<file path="src/hdl/sspm_pkg.sv">
package sspm_pkg;

	// ----------------------------------------
	// Register offsets
	// ----------------------------------------
	localparam logic [5:0] ADDR_INACT_THRESH = 6'h25;
	localparam logic [5:0] ADDR_INACT_TIME   = 6'h26;
	localparam logic [5:0] ADDR_RATE         = 6'h2c;
	localparam logic [5:0] ADDR_POWER        = 6'h2d;
	localparam logic [5:0] ADDR_FORMAT       = 6'h31;
	localparam logic [5:0] ADDR_SAMPLE       = 6'h32;

	// ----------------------------------------
	// Field positions
	// ----------------------------------------
	localparam int BIT_LOW_POWER  = 4;
	localparam int BIT_MEASURE    = 3;
	localparam int BIT_AUTO_SLEEP = 4;
	localparam int BIT_LINK       = 5;
	localparam int BIT_THREE_WIRE = 6;
	localparam int RATE_CODE_MSB  = 3;

	// ----------------------------------------
	// Reset values
	// ----------------------------------------
	localparam logic [7:0] RST_INACT_THRESH = 8'h00;
	localparam logic [7:0] RST_INACT_TIME   = 8'h00;
	localparam logic [7:0] RST_RATE         = 8'h0a;
	localparam logic [7:0] RST_POWER        = 8'h00;
	localparam logic [7:0] RST_FORMAT       = 8'h00;

	// ----------------------------------------
	// Rates and timing
	// ----------------------------------------
	localparam logic [3:0] RATE_CODE_TOP   = 4'hf;
	localparam logic [3:0] SLEEP_RATE_CODE = 4'h6;
	localparam int CORE_CLK_HZ      = 100_000_000;
	localparam int ODR_TOP_HZ       = 3200;
	localparam int RATE_BASE_CYCLES = CORE_CLK_HZ / ODR_TOP_HZ;
	localparam int SCLK_MAX_HZ      = 5_000_000;
	localparam int SCLK_MIN_CYCLES  = CORE_CLK_HZ / SCLK_MAX_HZ;
	localparam int FIFO_DEPTH       = 4;
	localparam int SAMPLE_WIDTH     = 8;

	// ----------------------------------------
	// Serial port phases
	// ----------------------------------------
	typedef enum logic [1:0] {
		SSPM_IDLE = 2'b00,
		SSPM_CMD  = 2'b01,
		SSPM_DATA = 2'b10
	} sspm_phase_t;

endpackage

</file>
<file path="src/hdl/sspm_fifo.sv">
`timescale 1ns/10ps
`default_nettype none
module sspm_fifo
	import sspm_pkg::*;
#(
	parameter int WIDTH = SAMPLE_WIDTH,
	parameter int DEPTH = FIFO_DEPTH
)
(
	input  wire logic             core_clk,
	input  wire logic             rst_b,
	input  wire logic             in_valid,
	output logic                  in_ready,
	input  wire logic [WIDTH-1:0] in_data,
	output logic                  out_valid,
	input  wire logic             out_ready,
	output logic      [WIDTH-1:0] out_data
);
	localparam int AW = (DEPTH > 1) ? $clog2(DEPTH) : 1;

	generate
		if (DEPTH < 2 || (DEPTH & (DEPTH - 1)) != 0)
		begin : g_bad_depth
			$error("FIFO depth must be a power of two, at least 2");
		end
	endgenerate

	logic [WIDTH-1:0] mem_reg [DEPTH];
	logic [AW-1:0]    wr_ptr_reg;
	logic [AW-1:0]    rd_ptr_reg;
	logic [AW:0]      count_reg;
	logic             push;
	logic             pop;

	assign in_ready  = (count_reg != (AW+1)'(DEPTH));
	assign out_valid = (count_reg != '0);
	assign push      = in_valid & in_ready;
	assign pop       = out_valid & out_ready;
	assign out_data  = mem_reg[rd_ptr_reg];

	always_ff @(posedge core_clk)
	begin
		if (push)
			mem_reg[wr_ptr_reg] <= in_data;
	end

	always_ff @(posedge core_clk or negedge rst_b)
	begin
		if (!rst_b)
		begin
			wr_ptr_reg <= '0;
			rd_ptr_reg <= '0;
			count_reg  <= '0;
		end
		else
		begin
			if (push)
				wr_ptr_reg <= wr_ptr_reg + AW'(1);
			if (pop)
				rd_ptr_reg <= rd_ptr_reg + AW'(1);
			if (push && !pop)
				count_reg <= count_reg + (AW+1)'(1);
			else if (pop && !push)
				count_reg <= count_reg - (AW+1)'(1);
		end
	end
endmodule // sspm_fifo
`default_nettype wire

</file>
<file path="src/hdl/sspm_top.sv">
// Operation
// - Low-power bit halves internal sampling while output rate stays unchanged (not halved at rate code 0000).
// - Four-bit rate code; 1111 is 3200 Hz, each step down halves it.
// - Auto sleep plus link bits make device sleep at slow rate when quiet.
// - Clearing measure bit enters standby; no measurements are made.
// - Standby keeps sample FIFO contents intact.
// - Slave only; chip select held high means I2C, driven means SPI.
// - Format bit 6 selects 4-wire when 0, 3-wire shared line when 1.
// - SPI mode uses clock polarity 1, phase 1, clock up to 5 MHz.
// - Data changes on falling clock edge, captured on rising edge.
// - First byte carries read/write then multi-byte bit.
// - Multi-byte transfers advance the register pointer every eight clocks.
// - Setting measure bit moves device from standby into measurement.
// - All registers readable while in standby; all but the sample register writable.
`timescale 1ns/10ps
`default_nettype none
module sspm_top
	import sspm_pkg::*;
#(
	parameter int RATE_BASE = RATE_BASE_CYCLES,
	parameter int DEPTH     = FIFO_DEPTH
)
(
	input  wire logic                    core_clk,
	input  wire logic                    rst_b,
	input  wire logic                    cs_b_pin,
	input  wire logic                    sclk_pin,
	input  wire logic                    sdi_pin,
	output logic                         sdo_out,
	output logic                         sdo_oe,
	output logic                         sdio_out,
	output logic                         sdio_oe,
	input  wire logic [SAMPLE_WIDTH-1:0] sample_data,
	input  wire logic                    sample_valid,
	output logic                         sample_ready,
	output logic                         sample_tick,
	output logic                         output_tick,
	output logic                         measuring,
	output logic                         sleeping,
	output logic                         low_power_mode,
	output logic                         i2c_select,
	output logic      [3:0]              odr_code
);
	generate
		if (RATE_BASE < 1 || RATE_BASE > 65535)
		begin : g_bad_base
			$error("RATE_BASE must lie in 1..65535");
		end
	endgenerate

	// ----------------------------------------
	// Helpers
	// ----------------------------------------
	function automatic logic [31:0] rate_period(input logic [3:0] code);
		logic [31:0] base;
		base = 32'(RATE_BASE);
		return base << (RATE_CODE_TOP - code);
	endfunction

	// ----------------------------------------
	// Pin synchronisers
	// ----------------------------------------
	logic [1:0] cs_sync_reg;
	logic [1:0] sclk_sync_reg;
	logic [1:0] sdi_sync_reg;
	logic       sclk_prev_reg;
	logic       cs_prev_reg;
	logic       cs_b;
	logic       sclk_s;
	logic       sclk_rise;
	logic       sclk_fall;

	always_ff @(posedge core_clk or negedge rst_b)
	begin
		if (!rst_b)
		begin
			cs_sync_reg   <= 2'h3;
			sclk_sync_reg <= 2'h3;
			sdi_sync_reg  <= 2'h0;
			sclk_prev_reg <= 1'b1;
			cs_prev_reg   <= 1'b1;
		end
		else
		begin
			cs_sync_reg   <= {cs_sync_reg[0], cs_b_pin};
			sclk_sync_reg <= {sclk_sync_reg[0], sclk_pin};
			sdi_sync_reg  <= {sdi_sync_reg[0], sdi_pin};
			sclk_prev_reg <= sclk_sync_reg[1];
			cs_prev_reg   <= cs_sync_reg[1];
		end
	end

	assign cs_b      = cs_sync_reg[1];
	assign sclk_s    = sclk_sync_reg[1];
	assign sclk_rise = !cs_b && sclk_s && !sclk_prev_reg;
	assign sclk_fall = !cs_b && !sclk_s && sclk_prev_reg;

	// ----------------------------------------
	// Interface mode select
	// ----------------------------------------
	logic spi_seen_reg;

	always_ff @(posedge core_clk or negedge rst_b)
	begin
		if (!rst_b)
			spi_seen_reg <= 1'b0;
		else if (cs_prev_reg && !cs_b)
			spi_seen_reg <= 1'b1;
	end

	assign i2c_select = !spi_seen_reg;

	// ----------------------------------------
	// Serial engine
	// ----------------------------------------
	sspm_phase_t phase_reg;
	logic [2:0]  bit_cnt_reg;
	logic [7:0]  shift_in_reg;
	logic [7:0]  shift_in_next;
	logic [7:0]  tx_reg;
	logic        out_bit_reg;
	logic        drive_reg;
	logic        rd_reg;
	logic        multi_byte_flag_reg;
	logic        first_reg;
	logic [5:0]  addr_reg;
	logic        byte_done;
	logic        wr_stb;
	logic        load_stb;
	logic [7:0]  rd_data;

	assign shift_in_next = {shift_in_reg[6:0], sdi_sync_reg[1]};
	assign byte_done     = sclk_rise && (bit_cnt_reg == 3'h7);
	assign wr_stb        = byte_done && (phase_reg == SSPM_DATA) && !rd_reg
		&& (first_reg || multi_byte_flag_reg);
	assign load_stb      = sclk_fall && (phase_reg == SSPM_DATA) && rd_reg
		&& (bit_cnt_reg == 3'h0);

	always_ff @(posedge core_clk or negedge rst_b)
	begin
		if (!rst_b)
		begin
			phase_reg    <= SSPM_IDLE;
			bit_cnt_reg  <= 3'h0;
			shift_in_reg <= 8'h00;
			rd_reg       <= 1'b0;
			multi_byte_flag_reg <= 1'b0;
			first_reg    <= 1'b0;
			addr_reg     <= 6'h00;
		end
		else if (cs_b)
		begin
			phase_reg   <= SSPM_IDLE;
			bit_cnt_reg <= 3'h0;
		end
		else
		begin
			case (phase_reg)
				SSPM_IDLE:
					phase_reg <= SSPM_CMD;
				SSPM_CMD:
				begin
					if (byte_done)
					begin
						rd_reg    <= shift_in_next[7];
						multi_byte_flag_reg <= shift_in_next[6];
						addr_reg  <= shift_in_next[5:0];
						first_reg <= 1'b1;
						phase_reg <= SSPM_DATA;
					end
				end
				SSPM_DATA:
				begin
					if (byte_done)
					begin
						first_reg <= 1'b0;
						if (multi_byte_flag_reg)
							addr_reg <= addr_reg + 6'h01;
					end
				end
				default:
					phase_reg <= SSPM_IDLE;
			endcase
			if (sclk_rise)
			begin
				shift_in_reg <= shift_in_next;
				bit_cnt_reg  <= bit_cnt_reg + 3'h1;
			end
		end
	end

	// Output bit moves only on falling clock edges
	always_ff @(posedge core_clk or negedge rst_b)
	begin
		if (!rst_b)
		begin
			tx_reg      <= 8'h00;
			out_bit_reg <= 1'b0;
			drive_reg   <= 1'b0;
		end
		else if (cs_b)
			drive_reg <= 1'b0;
		else if (load_stb)
		begin
			tx_reg      <= {rd_data[6:0], 1'b0};
			out_bit_reg <= rd_data[7];
			drive_reg   <= 1'b1;
		end
		else if (sclk_fall && drive_reg)
		begin
			tx_reg      <= {tx_reg[6:0], 1'b0};
			out_bit_reg <= tx_reg[7];
		end
	end

	// ----------------------------------------
	// Registers
	// ----------------------------------------
	logic [7:0] thresh_reg;
	logic [7:0] time_reg;
	logic [7:0] rate_reg;
	logic [7:0] power_reg;
	logic [7:0] format_reg;
	logic       three_wire;

	always_ff @(posedge core_clk or negedge rst_b)
	begin
		if (!rst_b)
		begin
			thresh_reg <= RST_INACT_THRESH;
			time_reg   <= RST_INACT_TIME;
			rate_reg   <= RST_RATE;
			power_reg  <= RST_POWER;
			format_reg <= RST_FORMAT;
		end
		else if (wr_stb)
		begin
			case (addr_reg)
				ADDR_INACT_THRESH: thresh_reg <= shift_in_next;
				ADDR_INACT_TIME:   time_reg   <= shift_in_next;
				ADDR_RATE:         rate_reg   <= shift_in_next;
				ADDR_POWER:        power_reg  <= shift_in_next;
				ADDR_FORMAT:       format_reg <= shift_in_next;
				default:           ;
			endcase
		end
	end

	// ----------------------------------------
	// Sample buffer
	// ----------------------------------------
	logic                    fifo_in_ready;
	logic                    fifo_out_valid;
	logic                    fifo_pop;
	logic [SAMPLE_WIDTH-1:0] fifo_out_data;

	assign fifo_pop = load_stb && (addr_reg == ADDR_SAMPLE)
		&& (first_reg || multi_byte_flag_reg);

	// Standby only gates the input; stored samples are never flushed
	sspm_fifo #(
		.WIDTH (SAMPLE_WIDTH),
		.DEPTH (DEPTH)
	) u_fifo (
		.core_clk  (core_clk),
		.rst_b     (rst_b),
		.in_valid  (sample_valid && measuring),
		.in_ready  (fifo_in_ready),
		.in_data   (sample_data),
		.out_valid (fifo_out_valid),
		.out_ready (fifo_pop),
		.out_data  (fifo_out_data)
	);

	assign sample_ready = fifo_in_ready && measuring;

	always_comb
	begin
		case (addr_reg)
			ADDR_INACT_THRESH: rd_data = thresh_reg;
			ADDR_INACT_TIME:   rd_data = time_reg;
			ADDR_RATE:         rd_data = rate_reg;
			ADDR_POWER:        rd_data = power_reg;
			ADDR_FORMAT:       rd_data = format_reg;
			ADDR_SAMPLE:       rd_data = fifo_out_valid ? fifo_out_data : 8'h00;
			default:           rd_data = 8'h00;
		endcase
	end

	// ----------------------------------------
	// Pin drivers
	// ----------------------------------------
	assign three_wire = format_reg[BIT_THREE_WIRE];
	assign sdo_out    = out_bit_reg;
	assign sdo_oe     = !cs_b && !three_wire;
	assign sdio_out   = out_bit_reg;
	assign sdio_oe    = !cs_b && three_wire && drive_reg;

	// ----------------------------------------
	// Power modes
	// ----------------------------------------
	logic       sleep_reg;
	logic [7:0] quiet_cnt_reg;
	logic [7:0] last_sample_reg;
	logic       auto_sleep_on;
	logic [3:0] out_code;
	logic [3:0] int_code;

	assign measuring      = power_reg[BIT_MEASURE];
	assign low_power_mode = rate_reg[BIT_LOW_POWER];
	assign auto_sleep_on  = power_reg[BIT_AUTO_SLEEP] && power_reg[BIT_LINK];
	assign sleeping       = sleep_reg;
	assign odr_code       = out_code;
	assign out_code       = sleep_reg ? SLEEP_RATE_CODE
		: rate_reg[RATE_CODE_MSB:0];

	// Internal sampling runs one step slower in low power mode, except at rate code 0000
	always_comb
	begin
		if (low_power_mode && out_code != 4'h0)
			int_code = out_code - 4'h1;
		else
			int_code = out_code;
	end

	always_ff @(posedge core_clk or negedge rst_b)
	begin
		if (!rst_b)
			last_sample_reg <= 8'h00;
		else if (sample_valid && sample_ready)
			last_sample_reg <= sample_data;
	end

	always_ff @(posedge core_clk or negedge rst_b)
	begin
		if (!rst_b)
		begin
			sleep_reg     <= 1'b0;
			quiet_cnt_reg <= 8'h00;
		end
		else if (!auto_sleep_on || !measuring)
		begin
			sleep_reg     <= 1'b0;
			quiet_cnt_reg <= 8'h00;
		end
		else if (output_tick)
		begin
			if (last_sample_reg > thresh_reg)
			begin
				sleep_reg     <= 1'b0;
				quiet_cnt_reg <= 8'h00;
			end
			else if (quiet_cnt_reg >= time_reg && time_reg != 8'h00)
				sleep_reg <= 1'b1;
			else
				quiet_cnt_reg <= quiet_cnt_reg + 8'h01;
		end
	end

	// ----------------------------------------
	// Rate timers: output rate and internal rate
	// ----------------------------------------
	logic [1:0] tick;

	genvar gi;
	generate
		for (gi = 0; gi < 2; gi++)
		begin : g_timer
			logic [31:0] cnt_reg;
			logic [3:0]  code;
			assign code = (gi == 0) ? out_code : int_code;
			assign tick[gi] = measuring && (cnt_reg == 32'h0);
			always_ff @(posedge core_clk or negedge rst_b)
			begin
				if (!rst_b)
					cnt_reg <= 32'h0;
				else if (!measuring)
					cnt_reg <= 32'h0;
				else if (cnt_reg == 32'h0 || cnt_reg >= rate_period(code))
					cnt_reg <= rate_period(code) - 32'h1;
				else
					cnt_reg <= cnt_reg - 32'h1;
			end
		end
	endgenerate

	assign output_tick = tick[0];
	assign sample_tick = tick[1];

endmodule // sspm_top
`default_nettype wire

</file>
<file path="config.mk">
export PLATFORM = sky130hd
export DESIGN_NAME = sspm_top
export DESIGN_NICKNAME = d
export VERILOG_FILES = /design/src/hdl/sspm_pkg.sv /design/src/hdl/sspm_fifo.sv /design/src/hdl/sspm_top.sv
export SDC_FILE = /design/constraint.sdc
export NUM_CORES = 1
export LEC_CHECK = 0
export BUFFER_PORTS_ARGS = -buffer_cell sky130_fd_sc_hd__buf_2
export CAP_MARGIN = 20
export CORE_UTILIZATION = 30
export DETAILED_ROUTE_END_ITERATION = 6
export HOLD_SLACK_MARGIN = 0.05
export PLACE_DENSITY = 0.49
export SLEW_MARGIN = 20
export SYNTH_ARGS = -nofsm -noshare
export SYNTH_HDL_FRONTEND = slang
export SYNTH_HIERARCHICAL = 1
export SYNTH_SLANG_ARGS = --single-unit
</file>
<file path="constraint.sdc">
create_clock -name core_clk -period 12.86 [get_ports core_clk]
set_clock_uncertainty 0.1 [all_clocks]
set_input_delay 0.643 -clock core_clk [delete_from_list [all_inputs] [get_ports core_clk]]
set_output_delay 0.643 -clock core_clk [all_outputs]
set_load 0.005 [all_outputs]
</file>
==> qor.yml, run 1 <==
clock_network:
  clk_pin_slew_ns: 0.08
  clock_latency_ns: 0.49
  cts_tree: "yes"
  clockBufferDepth: 2
  root_buffer: "clkbuf_16"
  htreeDepth: 4
  postCtsSetupRepairBufs: 0
  ctsResizeCount: 0
  clock_sinks: 199
  cts_inserted_buffers: 17
logic_synthesis:
  netlist_area_um2: 13740
  synth_top_family_by_area: "simple AND/OR/NAND/NOR gates"
  yosysMostFrequentCell: "dfrtp_1"
  ys_ff_latch: 199
  yosys-top-cells-area: "dfrtp_1, ha_1, edfxtp_1, mux2_2, a21oi_1"
  synth_compound_area_share_pct: 16.05
  syn_inst: 1472
  synth-edff-count: 32
  synth-xor-area-share_pct: 3.824
  ys.flop_type: "dfrtp_1"
  synth_cell_type_count: 104
  yosysTopAreaCell: "dfrtp_1"
  ys_seq_area_share_pct: 37.47
  yosys-top-cells-count: "dfrtp_1, nor2_1, nand2_1, a21oi_1, ha_1"
  synth_mux_area_share_pct: 8.776
  async_reset_ff_share_pct: 83.92
  synth.top_cell.area_share_pct: 28.95
  synth_adder_area_share_pct: 9.250
  avgSynthCellArea_um2: 9.336
  ys_warn_count: 6
  synth-simple-area-share_pct: 20.05
sta:
  finalCritPeriodShare_pct: 65.62
  rsz0062_at_grt: "false"
  relSlewSlack_pct: 32.48
  fin_crit_ns: 8.439
  fmax_ghz: 0.1185
  setup_viol: 0
  slew_violations: 0
  finalSetupTns_ns: 0
  tightest_slew_ns: 1.011
  hold_violations: 0
placed_design:
  place_hpwl_um: 27510
  dp.cells: 2045
  portBuffers: 28
  globalplace.congestion: 0.8789
  placed_cell_area_um2: 14450
min_path:
  hold_depth: 1
  hp-class: "primary input to flip-flop"
  holdPathEnd: "sclk_sync_reg[0]$_DFF_PN1_"
  worstHoldStart: "sclk_pin"
die:
  fp.dieH_um: 216.0
  io_pins: 29
  start_util_pct: 30.35
  fp.dieW_um: 216.0
  core_um2: 45280
  placementRows: 78
  dieArea_um2: 46670
critical_path:
  cp-startpoint: "rate_reg[0]$_DFFE_PN0P_"
  cp.required_ns: 13.17
  rr_endpoint: "g_timer[1].cnt_reg[28]$_DFF_PN0_"
  rr_startpoint: "rate_reg[0]$_DFFE_PN0P_"
  cp-start-kind: "flip-flop"
  r2r_cells: 31
  crit_type: "flip-flop to flip-flop"
  arrival_ns: 8.75
  crit_path_end_kind: "flip-flop"
  slowest_stage: "dfrtp_1"
  critPathMaxFanout: 31
  reg2reg_slack_ns: 4.42
  max_stage_delay_ns: 0.87
detailed_routing:
  drc: 0
  firstDrtPassIters: 6
  post_drt_wl_per_cell_um: 18.08
  ant_nets: 0
  vias_per_cell: 5.264
  drt_iter0_drc: 889
  wirelength_um: 37570
  via_count: 10940
cells_and_area:
  nets: 1580
  num_antenna_cells: 0
  stdcell_count: 2078
  area_growth_pct: 9.605
  final_area_um2: 15060
  fillers: 4720
  drive_gt1_share_pct: 14.01
  largest_register_ffs: 64
run_status:
  status: "completed"
pwr:
  leakage_nw: 6.521
  powerDensity_nw_per_um2: 86.13
  ir_drop_v: 0.0001191
run:
  maxCapViolCount: 0
global_route:
  grt_pass1_vias: 10960
  antenna_found_initial: 0
  grt_max_degree: 86
  grt_pass1_wl_um: 61110
  track_usage_pct: 16.67
  overflow: 0
-- power breakdown --
part           switching, mW  leakage (nW)  internal (mW)
combinational         0.0381          3.69         0.0246
clock                  0.277         0.292          0.280
sequential            0.0261          2.54          0.651
-- timing repair --
| item | 4_1_cts | 5_1_grt |
|---|---|---|
| hold buffers | 1 | 0 |
| setup endpoints to repair | 0 | 0 |
| endpoints found under the hold margin | 46 | 0 |
-- per-stage QoR --
stage / hold WS, ns / total power, mW / util [%] / setup slack (ns)
after global placement: 0.2351 / 0.7538 / 31.90 / 4.965
final: 0.1481 / 1.297 / 33.26 / 4.421
after detailed placement: 0.2363 / 0.7540 / 31.90 / 4.533
after global routing: 0.1183 / 1.354 / 33.26 / 3.669
after floorplan: 0.2312 / 0.7166 / - / 5.317
after CTS: 0.1128 / 1.321 / 33.26 / 4.522
-- routing by layer --
metal | wire length [um] | track usage [%] | up-vias
met3 | 1449 | 3.397 | 50
met2 | 17300 | 26.67 | 238
met1 | 17930 | 22.22 | 5331
met5 | 0 | 0 | -
met4 | 890 | 5.915 | 0
li1 | - | - | 5319
-- cell usage in the layout (no fill, tap or decap), types with 38 or more instances in the layout --
| cell type | synthesis | layout |
|---|---|---|
| dfrtp_1 | 159 | 159 |
| nor2_1 | 143 | 142 |
| nand2_1 | 119 | 119 |
| a21oi_1 | 117 | 117 |
| ha_1 | 100 | 100 |
| inv_1 | 81 | 80 |
| mux2_2 | 60 | 60 |
| xnor2_1 | 47 | 47 |
| nor3_1 | 44 | 44 |
| nand3_1 | 42 | 42 |
| o21ai_0 | 38 | 38 |
-- final cells by class --
cell class	count	area [um2]	area share, %
multi-input combinational	1120	7988	53.03
sequential	199	5150	34.19
tap	600	750.7	4.984
clock buffer	20	479.2	3.181
inverter	86	322.8	2.143
timing repair buffer	41	246.5	1.636
clock inverter	12	126.4	0.8389
-- cell families after synthesis --
group,Yosys count
compound gates,327
xor+xnor,60
fa+ha+maj,101
buf+inv,154
flops,199
mux,101
other cells,1
simple gates,529
-- critical path: cells and delay by family (launching register included) --
kind | cells | cell delay [ns]
multiplexers | 1 | 0.49
buffers and inverters | 5 | 0.87
adder cells (fa/ha/maj) | 4 | 1.09
AND/OR/NAND/NOR | 10 | 2.49
flip-flops | 1 | 0.87
AO/OA/AOI/OAI | 11 | 2.43
-- worst max-delay path by stage --
| stage | to | slack [ns] | cells past startpoint |
|---|---|---|---|
| after floorplan | g_timer[1].cnt_reg[26]$_DFF_PN0_ | 5.32 | 37 |
| after global placement | g_timer[1].cnt_reg[24]$_DFF_PN0_ | 4.97 | 31 |
| after detailed placement | g_timer[1].cnt_reg[28]$_DFF_PN0_ | 4.53 | 31 |
| after CTS | g_timer[1].cnt_reg[28]$_DFF_PN0_ | 4.52 | 31 |
| after global routing | g_timer[1].cnt_reg[20]$_DFF_PN0_ | 3.67 | 31 |
| final | g_timer[1].cnt_reg[28]$_DFF_PN0_ | 4.42 | 31 |
No activity file was read; power rests on OpenSTA's default activity.
==> run 2, diff against run 1 <==
--- a/config.mk
+++ b/config.mk
@@ -5,6 +5,7 @@
 export SDC_FILE = /design/constraint.sdc
 export NUM_CORES = 1
 export LEC_CHECK = 0
+export ABC_AREA = 1
 export BUFFER_PORTS_ARGS = -buffer_cell sky130_fd_sc_hd__buf_2
 export CAP_MARGIN = 20
 export CORE_UTILIZATION = 30
==> constraint.sdc (replaced) <==
create_clock -name core_clk -period 8.72 [get_ports core_clk]
set_clock_uncertainty 0.1 [all_clocks]
set_input_delay 0.436 -clock core_clk [delete_from_list [all_inputs] [get_ports core_clk]]
set_output_delay 0.436 -clock core_clk [all_outputs]
set_load 0.005 [all_outputs]
==> run 2 against run 1 <==
  * Die area grew 0.81%
  * Hold slack got worse by 0.056 ns
  * Synthesized area grew 0.82%
  * Flip-flop and latch count is the same
  * Critical path depth is 3 higher
  * First-iteration DRC count decreased by 10%
  * Via count up 12%
  * Clock power increased by 47%
  * Largest power group unchanged
==> qor.yml, run 2 <==
run_status:
  status: "completed"
critical_path:
  slowest_stage: "o21ai_0"
  max_stage_delay_ns: 0.69  # -0.18 ns
  cp-start-kind: "flip-flop"
  path_common_cell: "nand2_1"
  reg2reg_slack_ns: 2.16  # -2.26 ns
  critPathMaxFanout: 37  # +19%
  arrival_ns: 6.88  # -1.87 ns
  crit_path_end_kind: "flip-flop"
  crit_type: "flip-flop to flip-flop"
  cp.required_ns: 9.04  # -4.13 ns
global_route:
  track_usage_pct: 17.48  # +0.81 points
  grt_pass1_vias: 11770  # +7.4%
  grt_max_degree: 104  # +21%
  grt_pass1_wl_um: 64120  # +4.9%
  antenna_found_initial: 0  # unchanged
  overflow: 0  # unchanged
placed_design:
  place_hpwl_um: 29990  # +9.0%
  globalplace.congestion: 0.8897  # +1.2%
  portBuffers: 28  # unchanged
sta:
  fin_crit_ns: 6.558  # -1.881 ns
  hold_slack_ns: 0.09166  # -0.05644 ns
  relSlewSlack_pct: 34.31  # +1.8 points
  tightest_slew_ns: 0.9818  # -0.02890 ns
  finalSetupTns_ns: 0  # unchanged
  fmax_ghz: 0.1525  # +29%
  slew_violations: 0  # unchanged
  finalCritPeriodShare_pct: 75.21  # +9.6 points
  hold_violations: 0  # unchanged
  setup_viol: 0  # unchanged
  rsz0062_at_grt: "false"
clock_network:
  cts_tree: "yes"
  postCtsSetupRepairBufs: 0  # unchanged
  clockBufferDepth: 2  # unchanged
  cts_inserted_buffers: 17  # unchanged
  htreeDepth: 4  # unchanged
  clock_sinks: 199  # unchanged
  clk_pin_slew_ns: 0.08  # about the same
  root_buffer: "clkbuf_16"
  clock_latency_ns: 0.49  # about the same
run:
  maxCapViolCount: 0  # unchanged
cells_and_area:
  num_antenna_cells: 0  # unchanged
  final_cell_mix: "nand2_1, inv_1, nor2_1"
  drive_gt1_share_pct: 7.477  # -6.5 points
  nets: 2068  # +31%
  largest_register_ffs: 64  # unchanged
  area_growth_pct: 9.771
  final_common_cell: "nand2_1"
logic_synthesis:
  synth-edff-count: 32  # unchanged
  ys_seq_area_share_pct: 37.17  # -0.30 points
  ys_ff_latch: 199  # unchanged
  yosysMostFrequentCell: "nand2_1"
  ys.flop_type: "dfrtp_1"
  synth.top_cell.area_share_pct: 28.72  # -0.24 points
  avgSynthCellArea_um2: 7.142  # -24%
  yosys-top-cells-area: "dfrtp_1, nand2_1, ha_1, inv_1, edfxtp_1"
  syn_inst: 1940  # +32%
  yosys-top-cells-count: "nand2_1, inv_1, nor2_1, dfrtp_1, o21ai_0"
  ys_warn_count: 6  # unchanged
  yosysTopAreaCell: "dfrtp_1"
  async_reset_ff_share_pct: 83.92  # unchanged
  synth_cell_type_count: 47  # -55%
  netlist_area_um2: 13860  # +0.82%
die:
  fp.dieH_um: 216.9  # +0.41%
  dieArea_um2: 47050  # +0.81%
  core_um2: 45480  # +0.43%
  fp.dieW_um: 216.9  # +0.41%
  start_util_pct: 30.47  # +0.12 points
  io_pins: 29  # unchanged
  placementRows: 78  # unchanged
detailed_routing:
  firstDrtPassIters: 6  # unchanged
  drc: 0  # unchanged
  drt_iter0_drc: 798  # -10%
  post_drt_wl_per_cell_um: 15.43  # -15%
  via_count: 12270  # +12%
  ant_nets: 0  # unchanged
  wirelength_um: 39590  # +5.4%
  vias_per_cell: 4.780  # -9.2%
pwr:
  powerDensity_nw_per_um2: 128.3  # +49%
  ir_drop_v: 0.0001827  # +53%
  leakage_nw: 7.674  # +18%
min_path:
  hp-class: "primary input to flip-flop"
==> run 2: cell types whose count changed after synthesis, moves of 20 or more <==
cell | previous run | this run
nand2_1 | 119 | 555
inv_1 | 81 | 262
nor2_1 | 143 | 242
o21ai_0 | 38 | 106
nand3_1 | 42 | 102
mux2_2 | 60 | 7
xnor2_1 | 47 | 4
a21oi_1 | 117 | 76
mux2i_1 | 29 | 0
nand3b_1 | 6 | 34
nand2_2 | 0 | 24
nor4_1 | 24 | 1
nand2b_1 | 20 | 0
==> run 2: where the power goes <==
part           leakage (nW)  internal, mW  switching (mW)
registers              2.55         0.954          0.0129
logic                  4.83        0.0405           0.122
clock network         0.291         0.387           0.435
total                  7.67          1.38           0.570
==> run 2: through the flow <==
stage	util [%]	std cells	area (um2)	setup WS [ns]	power, mW
floorplan	-	1941	13860	3.914	1.083
global placement	31.96	2528	14540	2.268	1.147
detailed placement	31.96	2528	14540	2.269	1.146
CTS	33.42	2566	15200	2.212	1.993
global route	33.44	2566	15210	1.549	2.038
finish	33.44	2566	15210	2.162	1.952
==> run 2: cell type report <==
class                   instances  area [um2]
inverters                     276        1036
clock buffers                  17       425.4
fillers                      4992       30270
clock inverters                15       178.9
well taps                     600       750.7
repair buffers                 39       246.5
flip-flops and latches        199        5150
multi-input cells            1420        7422
==> run 2: what timing repair did <==
item                      in CTS  in global routing
hold buffers                   6                  0
hold endpoints to repair     107                  0
gates resized for setup        0                  0
==> run 2: routing by layer <==
layer  vias up  global-route usage (%)  part of all wire [%]
met5         -                       0                     0
met4         0                   7.512                   3.2
met3        66                   3.368                   3.8
met2       218                   28.40                    46
met1      5727                   22.57                    46
li1       6255                       -                     -
==> run 2: critical path, delay by kind of cell (launching register included) <==
family	cells	cell delay, ns
adder cells (fa/ha/maj)	4	1.04
buffers and inverters	5	0.44
AO/OA/AOI/OAI	2	0.78
flip-flops	1	0.38
AND/OR/NAND/NOR	23	3.70
==> run 2: path summary, 6_finish.rpt <==
| path | from | endpoint | depth (start not counted) |
|---|---|---|---|
| worst max-delay path | rate_reg[0]$_DFFE_PN0P_ | g_timer[1].cnt_reg[26]$_DFF_PN0_ | 34 |
| worst min-delay path | sample_data[0] | u_fifo/mem_reg[0][0]$_DFFE_PP_ | 1 |
| worst max register to register | rate_reg[0]$_DFFE_PN0P_ | g_timer[1].cnt_reg[26]$_DFF_PN0_ | 34 |
| worst min register to register | cs_sync_reg[0]$_DFF_PN1_ | cs_sync_reg[1]$_DFF_PN1_ | 0 |
| max in group asynchronous | rst_b | sdi_sync_reg[0]$_DFF_PN0_ | 3 |
| min in group asynchronous | rst_b | last_sample_reg[7]$_DFFE_PN0P_ | 2 |
==> run 2: kinds of logic (layout without fill, tap and decap cells) <==
| kind of cell | Yosys count | count (layout) | share of synthesized area, % |
|---|---|---|---|
| and+or+nand+nor | 1043 | 1043 | 32.44 |
| buffers and inverters | 322 | 347 | 9.391 |
| AOI/OAI and AO/OA | 254 | 254 | 10.41 |
| DFF | 199 | 199 | 37.17 |
| adders and majority gates | 101 | 101 | 9.175 |
| xor gates and xnor gates | 13 | 13 | 0.8218 |
| muxes | 7 | 7 | 0.5689 |
| other | 1 | 2 | 0.02706 |
